### src/core/prd_pkg.sv
// Shared constants and types of the peripheral register decoder.
package prd_pkg;

  // ==========================================================
  // Word and window geometry
  localparam int DATA_W = 16;
  localparam int ADDR_W = 16;
  localparam int IDX_W = 3;
  localparam int UNIT_N = 7;
  localparam int OFF_W = 6;
  localparam logic [9:0] WIN_TAG = 10'h0E0;

  // ==========================================================
  // Register addresses, identical in X and Y space
  localparam logic [15:0] A_SERIAL_DATA = 16'h3800;
  localparam logic [15:0] A_SERIAL_STATUS = 16'h3801;
  localparam logic [15:0] A_AUDIO_STATUS = 16'h3802;
  localparam logic [15:0] A_PORT_DATA = 16'h3804;
  localparam logic [15:0] A_PORT_CMD = 16'h3805;
  localparam logic [15:0] A_HOST_DATA = 16'h3806;
  localparam logic [15:0] A_HOST_STATUS = 16'h3807;
  localparam logic [15:0] A_CARD_DATA = 16'h3810;
  localparam logic [15:0] A_CARD_CMD_IDX = 16'h3811;
  localparam logic [15:0] A_CARD_ARG_HI = 16'h3812;
  localparam logic [15:0] A_CARD_ARG_LO = 16'h3813;
  localparam logic [15:0] A_CARD_CTRL = 16'h3814;
  localparam logic [15:0] A_CARD_RESP = 16'h3815;
  localparam logic [15:0] A_CARD_CRC_BUSY = 16'h3816;
  localparam logic [15:0] A_TMR_INIT = 16'h3820;
  localparam logic [15:0] A_TMR_COUNT = 16'h3821;
  localparam logic [15:0] A_TMR_CTRL = 16'h3822;
  localparam logic [15:0] A_TMR_ENABLE = 16'h3823;
  localparam logic [15:0] A_CLK_CTRL = 16'h382E;
  localparam logic [15:0] A_DMA_START = 16'h3830;
  localparam logic [15:0] A_DMA_SIZE = 16'h3831;
  localparam logic [15:0] A_DMA_PTR = 16'h3832;
  localparam logic [15:0] A_DMA_CTRL = 16'h3833;

  // ==========================================================
  // Reset values of the decoder's own state
  localparam logic [15:0] RST_WORD = 16'h0000;
  localparam logic [6:0] RST_SEL = 7'h00;

  // ==========================================================
  // Target units; bit i of the select is unit i+1
  typedef enum logic [2:0] {
    PRD_U_NONE,
    PRD_U_AUDIO,
    PRD_U_PORT,
    PRD_U_HOST,
    PRD_U_CARD,
    PRD_U_TIMER,
    PRD_U_CLOCK,
    PRD_U_DMA
  } prd_unit_t;

endpackage

### src/core/prd_addr_decode.sv
// Address decoder of one data space: unit and register index.
`timescale 1ns/1ps
module prd_addr_decode (
  // Address of the data space
  input wire logic [15:0] addr_i,
  // Decode result
  output logic win_o,
  output prd_pkg::prd_unit_t unit_o,
  output logic [2:0] idx_o
);

  logic [5:0] off;

  // ==========================================================
  // Span check per unit
  function automatic logic in_span(input logic [5:0] o,
                                   input logic [15:0] lo,
                                   input logic [15:0] hi);
    in_span = (o >= lo[5:0]) && (o <= hi[5:0]);
  endfunction

  always_comb begin
    off = addr_i[5:0];
    win_o = (addr_i[15:6] == prd_pkg::WIN_TAG);
    unit_o = prd_pkg::PRD_U_NONE;
    idx_o = 3'h0;
    if (win_o) begin
      // RULE2: serial, port, host
      if (in_span(off, prd_pkg::A_SERIAL_DATA,
                  prd_pkg::A_AUDIO_STATUS)) begin
        unit_o = prd_pkg::PRD_U_AUDIO;
        idx_o = 3'(off - prd_pkg::A_SERIAL_DATA[5:0]);
      end else if (in_span(off, prd_pkg::A_PORT_DATA,
                           prd_pkg::A_PORT_CMD)) begin
        unit_o = prd_pkg::PRD_U_PORT;
        idx_o = 3'(off - prd_pkg::A_PORT_DATA[5:0]);
      end else if (in_span(off, prd_pkg::A_HOST_DATA,
                           prd_pkg::A_HOST_STATUS)) begin
        unit_o = prd_pkg::PRD_U_HOST;
        idx_o = 3'(off - prd_pkg::A_HOST_DATA[5:0]);
      // RULE3: card interface registers
      end else if (in_span(off, prd_pkg::A_CARD_DATA,
                           prd_pkg::A_CARD_CRC_BUSY)) begin
        unit_o = prd_pkg::PRD_U_CARD;
        idx_o = 3'(off - prd_pkg::A_CARD_DATA[5:0]);
      // RULE4: timer and clock control
      end else if (in_span(off, prd_pkg::A_TMR_INIT,
                           prd_pkg::A_TMR_ENABLE)) begin
        unit_o = prd_pkg::PRD_U_TIMER;
        idx_o = 3'(off - prd_pkg::A_TMR_INIT[5:0]);
      end else if (off == prd_pkg::A_CLK_CTRL[5:0]) begin
        unit_o = prd_pkg::PRD_U_CLOCK;
      // RULE5: card DMA registers
      end else if (in_span(off, prd_pkg::A_DMA_START,
                           prd_pkg::A_DMA_CTRL)) begin
        unit_o = prd_pkg::PRD_U_DMA;
        idx_o = 3'(off - prd_pkg::A_DMA_START[5:0]);
      end
    end
  end

endmodule // prd_addr_decode

### src/core/prd_read_mux.sv
// Read-data selector over the seven peripheral units.
`timescale 1ns/1ps
module prd_read_mux (
  // Selected unit
  input prd_pkg::prd_unit_t unit_i,
  // Unit read data
  input wire logic [15:0] audio_i,
  input wire logic [15:0] port_i,
  input wire logic [15:0] host_i,
  input wire logic [15:0] card_i,
  input wire logic [15:0] timer_i,
  input wire logic [15:0] clock_i,
  input wire logic [15:0] dma_i,
  // Result
  output logic [15:0] data_o
);

  always_comb begin
    case (unit_i)
      prd_pkg::PRD_U_AUDIO: data_o = audio_i;
      prd_pkg::PRD_U_PORT: data_o = port_i;
      prd_pkg::PRD_U_HOST: data_o = host_i;
      prd_pkg::PRD_U_CARD: data_o = card_i;
      prd_pkg::PRD_U_TIMER: data_o = timer_i;
      prd_pkg::PRD_U_CLOCK: data_o = clock_i;
      prd_pkg::PRD_U_DMA: data_o = dma_i;
      // RULE11: holes read as zero
      default: data_o = prd_pkg::RST_WORD;
    endcase
  end

endmodule // prd_read_mux

### src/core/prd_decoder.sv
// Peripheral register decoder between X/Y data buses and units.
`timescale 1ns/1ps

// Summary of operation
// RULE1: Peripheral registers live in data memory space.
// RULE2: Serial, port and host words at 3800-3807.
// RULE3: Card interface registers at 3810-3816.
// RULE4: Timer 3820-3823, clock control at 382E.
// RULE5: Card DMA registers at 3830-3833.
// RULE6: Software never touches reserved peripheral holes.
// RULE7: X and Y address the same registers.
// RULE8: Never both spaces in one cycle.
// RULE9: Each transfer moves one 16-bit word.
// RULE10: Host data word serves both directions.
// RULE11: Holes select nothing, drop writes, read zero.
module prd_decoder #(
  parameter int DATA_W = prd_pkg::DATA_W,
  parameter int ADDR_W = prd_pkg::ADDR_W
) (
  // Clock and reset
  input wire logic mclk_i,
  input wire logic rstn_i,
  // X data space
  input wire logic [ADDR_W-1:0] x_addr_i,
  input wire logic x_rd_i,
  input wire logic x_wr_i,
  input wire logic [DATA_W-1:0] x_wdata_i,
  // Y data space
  input wire logic [ADDR_W-1:0] y_addr_i,
  input wire logic y_rd_i,
  input wire logic y_wr_i,
  input wire logic [DATA_W-1:0] y_wdata_i,
  // Answer to the core
  output logic [DATA_W-1:0] rdata_o,
  output logic rvalid_o,
  output logic hole_hit_o,
  output logic xy_clash_o,
  // Request to the units
  output logic [prd_pkg::UNIT_N-1:0] unit_sel_o,
  output logic [prd_pkg::IDX_W-1:0] reg_idx_o,
  output logic unit_wr_o,
  output logic unit_rd_o,
  output logic [DATA_W-1:0] unit_wdata_o,
  // Read data from the units
  input wire logic [DATA_W-1:0] audio_rdata_i,
  input wire logic [DATA_W-1:0] port_rdata_i,
  input wire logic [DATA_W-1:0] host_rdata_i,
  input wire logic [DATA_W-1:0] card_rdata_i,
  input wire logic [DATA_W-1:0] timer_rdata_i,
  input wire logic [DATA_W-1:0] clock_rdata_i,
  input wire logic [DATA_W-1:0] dma_rdata_i
);

  // ==========================================================
  // Elaboration checks
  // The word path is fixed at the core's 16-bit transfer width.
  if (DATA_W != prd_pkg::DATA_W) begin : g_bad_data_w
    $error("DATA_W must be 16");
  end
  if (ADDR_W != prd_pkg::ADDR_W) begin : g_bad_addr_w
    $error("ADDR_W must be 16");
  end

  // ==========================================================
  // Decode of both spaces
  logic x_win;
  logic y_win;
  prd_pkg::prd_unit_t x_unit;
  prd_pkg::prd_unit_t y_unit;
  logic [2:0] x_idx;
  logic [2:0] y_idx;

  // RULE7: one decoder per space, same map
  prd_addr_decode u_dec_x (
    .addr_i(x_addr_i),
    .win_o(x_win),
    .unit_o(x_unit),
    .idx_o(x_idx)
  );

  prd_addr_decode u_dec_y (
    .addr_i(y_addr_i),
    .win_o(y_win),
    .unit_o(y_unit),
    .idx_o(y_idx)
  );

  // ==========================================================
  // Request stage
  logic x_act;
  logic y_act;
  logic req_act;
  logic req_wr;
  logic req_rd;
  prd_pkg::prd_unit_t req_unit;
  logic [2:0] req_idx;
  logic [15:0] req_wdata;

  // A cycle that leaves the peripheral window is ordinary memory.
  assign x_act = x_win && (x_rd_i || x_wr_i);
  assign y_act = y_win && (y_rd_i || y_wr_i);

  always_comb begin
    // RULE8: X wins if software breaks the one-space limit
    if (x_act) begin
      req_wr = x_wr_i;
      req_rd = x_rd_i && !x_wr_i;
      req_unit = x_unit;
      req_idx = x_idx;
      req_wdata = x_wdata_i;
    end else begin
      req_wr = y_wr_i;
      req_rd = y_rd_i && !y_wr_i;
      req_unit = y_unit;
      req_idx = y_idx;
      req_wdata = y_wdata_i;
    end
    req_act = x_act || y_act;
  end

  // ==========================================================
  // Unit request registers
  logic [6:0] sel_reg;
  logic [6:0] sel_next;
  logic [2:0] idx_reg;
  logic [2:0] idx_next;
  logic wr_reg;
  logic wr_next;
  logic rd_reg;
  logic rd_next;
  logic [15:0] wdata_reg;
  logic [15:0] wdata_next;
  logic pend_reg;
  logic pend_next;
  prd_pkg::prd_unit_t punit_reg;
  prd_pkg::prd_unit_t punit_next;
  logic hole_reg;
  logic hole_next;
  logic clash_reg;
  logic clash_next;

  always_comb begin
    sel_next = prd_pkg::RST_SEL;
    idx_next = 3'h0;
    wr_next = 1'b0;
    rd_next = 1'b0;
    wdata_next = wdata_reg;
    pend_next = 1'b0;
    punit_next = prd_pkg::PRD_U_NONE;
    hole_next = 1'b0;
    clash_next = x_act && y_act;
    if (req_act) begin
      // RULE11: a hole starts no unit access
      hole_next = (req_unit == prd_pkg::PRD_U_NONE);
      // RULE1: data-memory access reaches the unit
      if (!hole_next) begin
        for (int i = 0; i < prd_pkg::UNIT_N; i++) begin
          sel_next[i] = (req_unit == prd_pkg::prd_unit_t'(i + 1));
        end
        idx_next = req_idx;
        wr_next = req_wr;
        rd_next = req_rd;
        // RULE9: one whole word per write
        if (req_wr) begin
          wdata_next = req_wdata;
        end
      end
      pend_next = req_rd;
      punit_next = req_unit;
    end
  end

  always_ff @(posedge mclk_i) begin
    if (!rstn_i) begin
      sel_reg <= prd_pkg::RST_SEL;
      idx_reg <= 3'h0;
      wr_reg <= 1'b0;
      rd_reg <= 1'b0;
      wdata_reg <= prd_pkg::RST_WORD;
      pend_reg <= 1'b0;
      punit_reg <= prd_pkg::PRD_U_NONE;
      hole_reg <= 1'b0;
      clash_reg <= 1'b0;
    end else begin
      sel_reg <= sel_next;
      idx_reg <= idx_next;
      wr_reg <= wr_next;
      rd_reg <= rd_next;
      wdata_reg <= wdata_next;
      pend_reg <= pend_next;
      punit_reg <= punit_next;
      hole_reg <= hole_next;
      clash_reg <= clash_next;
    end
  end

  // ==========================================================
  // Read return
  logic [15:0] mux_data;
  logic [15:0] rdata_reg;
  logic [15:0] rdata_next;
  logic rvalid_reg;
  logic rvalid_next;

  // RULE10: host data word read in the same slot as written
  prd_read_mux u_rmux (
    .unit_i(punit_reg),
    .audio_i(audio_rdata_i),
    .port_i(port_rdata_i),
    .host_i(host_rdata_i),
    .card_i(card_rdata_i),
    .timer_i(timer_rdata_i),
    .clock_i(clock_rdata_i),
    .dma_i(dma_rdata_i),
    .data_o(mux_data)
  );

  always_comb begin
    rvalid_next = pend_reg;
    rdata_next = rdata_reg;
    // RULE9: one word returned per read
    if (pend_reg) begin
      rdata_next = mux_data;
    end
  end

  always_ff @(posedge mclk_i) begin
    if (!rstn_i) begin
      rdata_reg <= prd_pkg::RST_WORD;
      rvalid_reg <= 1'b0;
    end else begin
      rdata_reg <= rdata_next;
      rvalid_reg <= rvalid_next;
    end
  end

  assign rdata_o = rdata_reg;
  assign rvalid_o = rvalid_reg;
  assign hole_hit_o = hole_reg;
  assign xy_clash_o = clash_reg;
  assign unit_sel_o = sel_reg;
  assign reg_idx_o = idx_reg;
  assign unit_wr_o = wr_reg;
  assign unit_rd_o = rd_reg;
  assign unit_wdata_o = wdata_reg;
endmodule // prd_decoder

### config.mk
export PLATFORM = sky130hd
export DESIGN_NAME = prd_decoder
export DESIGN_NICKNAME = d
export VERILOG_FILES = /design/src/core/prd_pkg.sv /design/src/core/prd_addr_decode.sv /design/src/core/prd_read_mux.sv /design/src/core/prd_decoder.sv
export SDC_FILE = /design/constraint.sdc
export NUM_CORES = 1
export LEC_CHECK = 0
export BUFFER_PORTS_ARGS = -buffer_cell sky130_fd_sc_hd__buf_2
export CORE_UTILIZATION = 38
export CTS_CLUSTER_DIAMETER = 40
export DETAILED_ROUTE_END_ITERATION = 8
export PLACE_DENSITY = 0.73
export SETUP_SLACK_MARGIN = 0.02
export SKIP_LAST_GASP = 1
export SLEW_MARGIN = 20
export SYNTH_ARGS = -nofsm -noshare
export SYNTH_HDL_FRONTEND = slang
export SYNTH_SLANG_ARGS = --single-unit
### constraint.sdc
create_clock -name mclk_i -period 3.8 [get_ports mclk_i]
set_input_delay 0.19 -clock mclk_i [delete_from_list [all_inputs] [get_ports mclk_i]]
set_output_delay 0.19 -clock mclk_i [all_outputs]
set_load 0.01 [all_outputs]
==> results.json <==
{
  "netlist_area_um2": 3640,
  "drt-wirelength-per-cell_um": 15.6,
  "hold_path_end": "unit_wdata_o[1]$_SDFFE_PN0P_",
  "yosysWarnings": 0,
  "multi_input_area_um2": 2390,
  "grt_max_degree": 69,
  "synth_area_leaders": "dfxtp_1, nand3_1, mux4_2",
  "hp-class": "primary input to flop",
  "post-dp-hpwl_um": 9460,
  "synthesis.instances": 449,
  "critPathLaunch": "y_addr_i[7]",
  "first_pass_iters": 5,
  "cts.sinks": 51,
  "synth_top_area_share_pct": 28.0,
  "path_buf_inv": 1,
  "drc": 0,
  "r2r_start": "punit_reg[1]$_SDFF_PN0_",
  "endpoint_kind": "flop",
  "fin_crit_sh_pct": 65.4,
  "ioPinCount": 229,
  "cpMostUsedCell": "nand3_1",
  "power.leakage_nw": 2.18,
  "grt_pass1_vias": 3967,
  "synth_top_cell_by_area": "dfxtp_1",
  "max_stage_delay_ns": 0.60,
  "worstSetupStartpointType": "primary input",
  "max_cap_viol_count": 0,
  "rsz0062_at_grt": "false",
  "crit_slowest_cell": "and2_1",
  "drt_iter0_drc": 144,
  "viasPerCell": 5.49,
  "worstHoldPathCells": 4,
  "setup_viol": 0,
  "hold_path_startpoint": "y_wdata_i[1]",
  "outcome": "finished, final reports clean",
  "finish.utilization_pct": 53.3,
  "ys_ff_latch": 51,
  "initial_core_util_pct": 39.4,
  "drive_above_1_share_pct": 41.4,
  "path_cells": "buf_2 > or4_1 > or4_4 > nor2_1 > and2_1 > nor2_2 > nand3_1 > nand3_1",
  "slew_violations": 0,
  "worst_pin_slew_ns": 0.805,
  "cts_root_buf": "clkbuf_8",
  "clk_latency_ns": 0.31,
  "htreeDepth": 2,
  "cts_buffers": 5,
  "grt_overflow": 0,
  "relSlewSlack_pct": 46.3,
  "place.port_buffers": 228,
  "tritoncts": "built",
  "r2r_setup_slack_ns": 1.41,
  "arrival_ns": 2.68,
  "synth_ff_type": "dfxtp_1",
  "reg2reg_depth": 7,
  "yosys.cell_types.count": 57,
  "row_count": 35,
  "grt_pass1_wl_um": 18900,
  "fin_crit_ns": 2.49,
  "power_density_nw_per_um2": 225,
  "cts.path.max_buffers": 2,
  "vdd_drop_max_v": 0.000147,
  "critical_path_class": "primary input to flop",
  "fmax_mhz": 402,
  "die_h_um": 99.9,
  "cts_resized": 0,
  "final.fill_count": 920,
  "grt_antenna_before_repair": 1,
  "coreArea_um2": 9240,
  "layout.nets": 835,
  "die-area_um2": 9980,
  "gp_congestion": 0.973,
  "seqCellArea_um2": 1020,
  "path_delay_family": "simple AND/OR/NAND/NOR gates",
  "syn_area_per_cell_um2": 8.11,
  "async_flop_share_pct": 0,
  "track_usage_pct": 23.3,
  "clock_skew_ns": 0.00711,
  "cts_hold_buf": 0,
  "tns_ns": 0,
  "die_w_um": 99.9,
  "clk_pin_slew_ns": 0.10,
  "synth_nets": 637,
  "area_delta_synth_final_pct": 35.3,
  "r2r-end": "rdata_o[9]$_SDFFE_PN0P_",
  "critPathMaxFanout": 17,
  "cp.required_ns": 3.99,
  "wirelength_um": 12200,
  "cts_setup_buffers": 0,
  "postRouteAntennaNets": 0,
  "hold_violations": 0,
  "ys_seq_area_share_pct": 28.0,
  "vias": 4273,
  "synth-edff-count": 0
}
## cell type report
cell class / count / area share, %
multi-input combinational: 341 / 48.5
antenna: 1 / 0.0508
inverter: 17 / 1.30
clock inverter: 2 / 0.787
sequential: 51 / 20.8
timing repair buffer: 231 / 23.6
tap: 129 / 3.28
clock buffer: 6 / 1.68
## kinds of logic after synthesis
group           after synthesis  share of synthesized area [%]
compound gates              144                           27.8
simple gates                160                           23.8
flops                        51                           28.0
mux                          31                           11.5
buf+inv                      57                           6.70
fa+ha+maj                     6                           2.06
## layout by cell type (no fill, tap or decap), drive strengths merged, types with 15 or more instances in the layout
cell type / synthesis / final
o21ai: 18 / 18
nand3: 37 / 37
and2: 20 / 20
dfxtp: 51 / 51
nand2: 16 / 16
mux2i: 15 / 15
buf: 16 / 231
a22o: 18 / 18
nor2b: 15 / 15
inv: 17 / 18
nor2: 29 / 29
o211ai: 18 / 18
a21oi: 33 / 33
nand4: 18 / 18
## cells in the mapped netlist (all sizes together), types with 8 or more instances
| cell | n |
|---|---|
| o21ai | 18 |
| dfxtp | 51 |
| nor2 | 29 |
| nand4 | 18 |
| clkbuf | 24 |
| o22ai | 13 |
| nand3 | 37 |
| buf | 16 |
| a21oi | 33 |
| mux2 | 8 |
| nor2b | 15 |
| mux2i | 15 |
| inv | 17 |
| a22o | 18 |
| o211ai | 18 |
| a22oi | 8 |
| nand2 | 16 |
| and2 | 20 |
| mux4 | 8 |
## stage by stage
step                      std cells  hold slack [ns]  power [mW]  setup WS (ns)  cell area (µm²)
after floorplan                 449            0.377       0.603           1.60             3640
after global placement          769            0.477       0.708           1.08             4790
final                           778            0.239        1.11           1.32             4930
after global routing            778            0.246        1.15           1.14             4930
after detailed placement        769            0.494       0.712           1.01             4790
after CTS                       777            0.237        1.11           1.34             4910
## layer usage
metal / global-route usage [%] / wire length [µm] / up-vias
li1: - / - / 2083
met3: 3.27 / 812 / 21
met1: 27.2 / 4960 / 1975
met2: 43.4 / 6140 / 194
met5: 0 / 0 / -
met4: 7.81 / 238 / 0
## worst max-delay path by stage
stage / endpoint / slack (ns) / cells after the start
final: unit_wdata_o[9]$_SDFFE_PN0P_ / 1.32 / 8
after global routing: unit_wdata_o[9]$_SDFFE_PN0P_ / 1.14 / 8
after CTS: unit_wdata_o[9]$_SDFFE_PN0P_ / 1.34 / 8
after detailed placement: unit_wdata_o[9]$_SDFFE_PN0P_ / 1.01 / 8
after global placement: unit_wdata_o[13]$_SDFFE_PN0P_ / 1.08 / 8
after floorplan: unit_wdata_o[10]$_SDFFE_PN0P_ / 1.60 / 9
## where the power goes
| part | switching (mW) | internal (mW) |
|---|---|---|
| clock network | 0.190 | 0.217 |
| logic | 0.0726 | 0.0937 |
| registers | 0.0000396 | 0.533 |
## worst min-delay path: cells and delay by family
family,cells,cell delay (ns)
AOI/OAI and AO/OA,2,0.19
buffers and inverters,1,0.07
and+or+nand+nor,1,0.06
No activity file was read; power rests on OpenSTA's default activity.
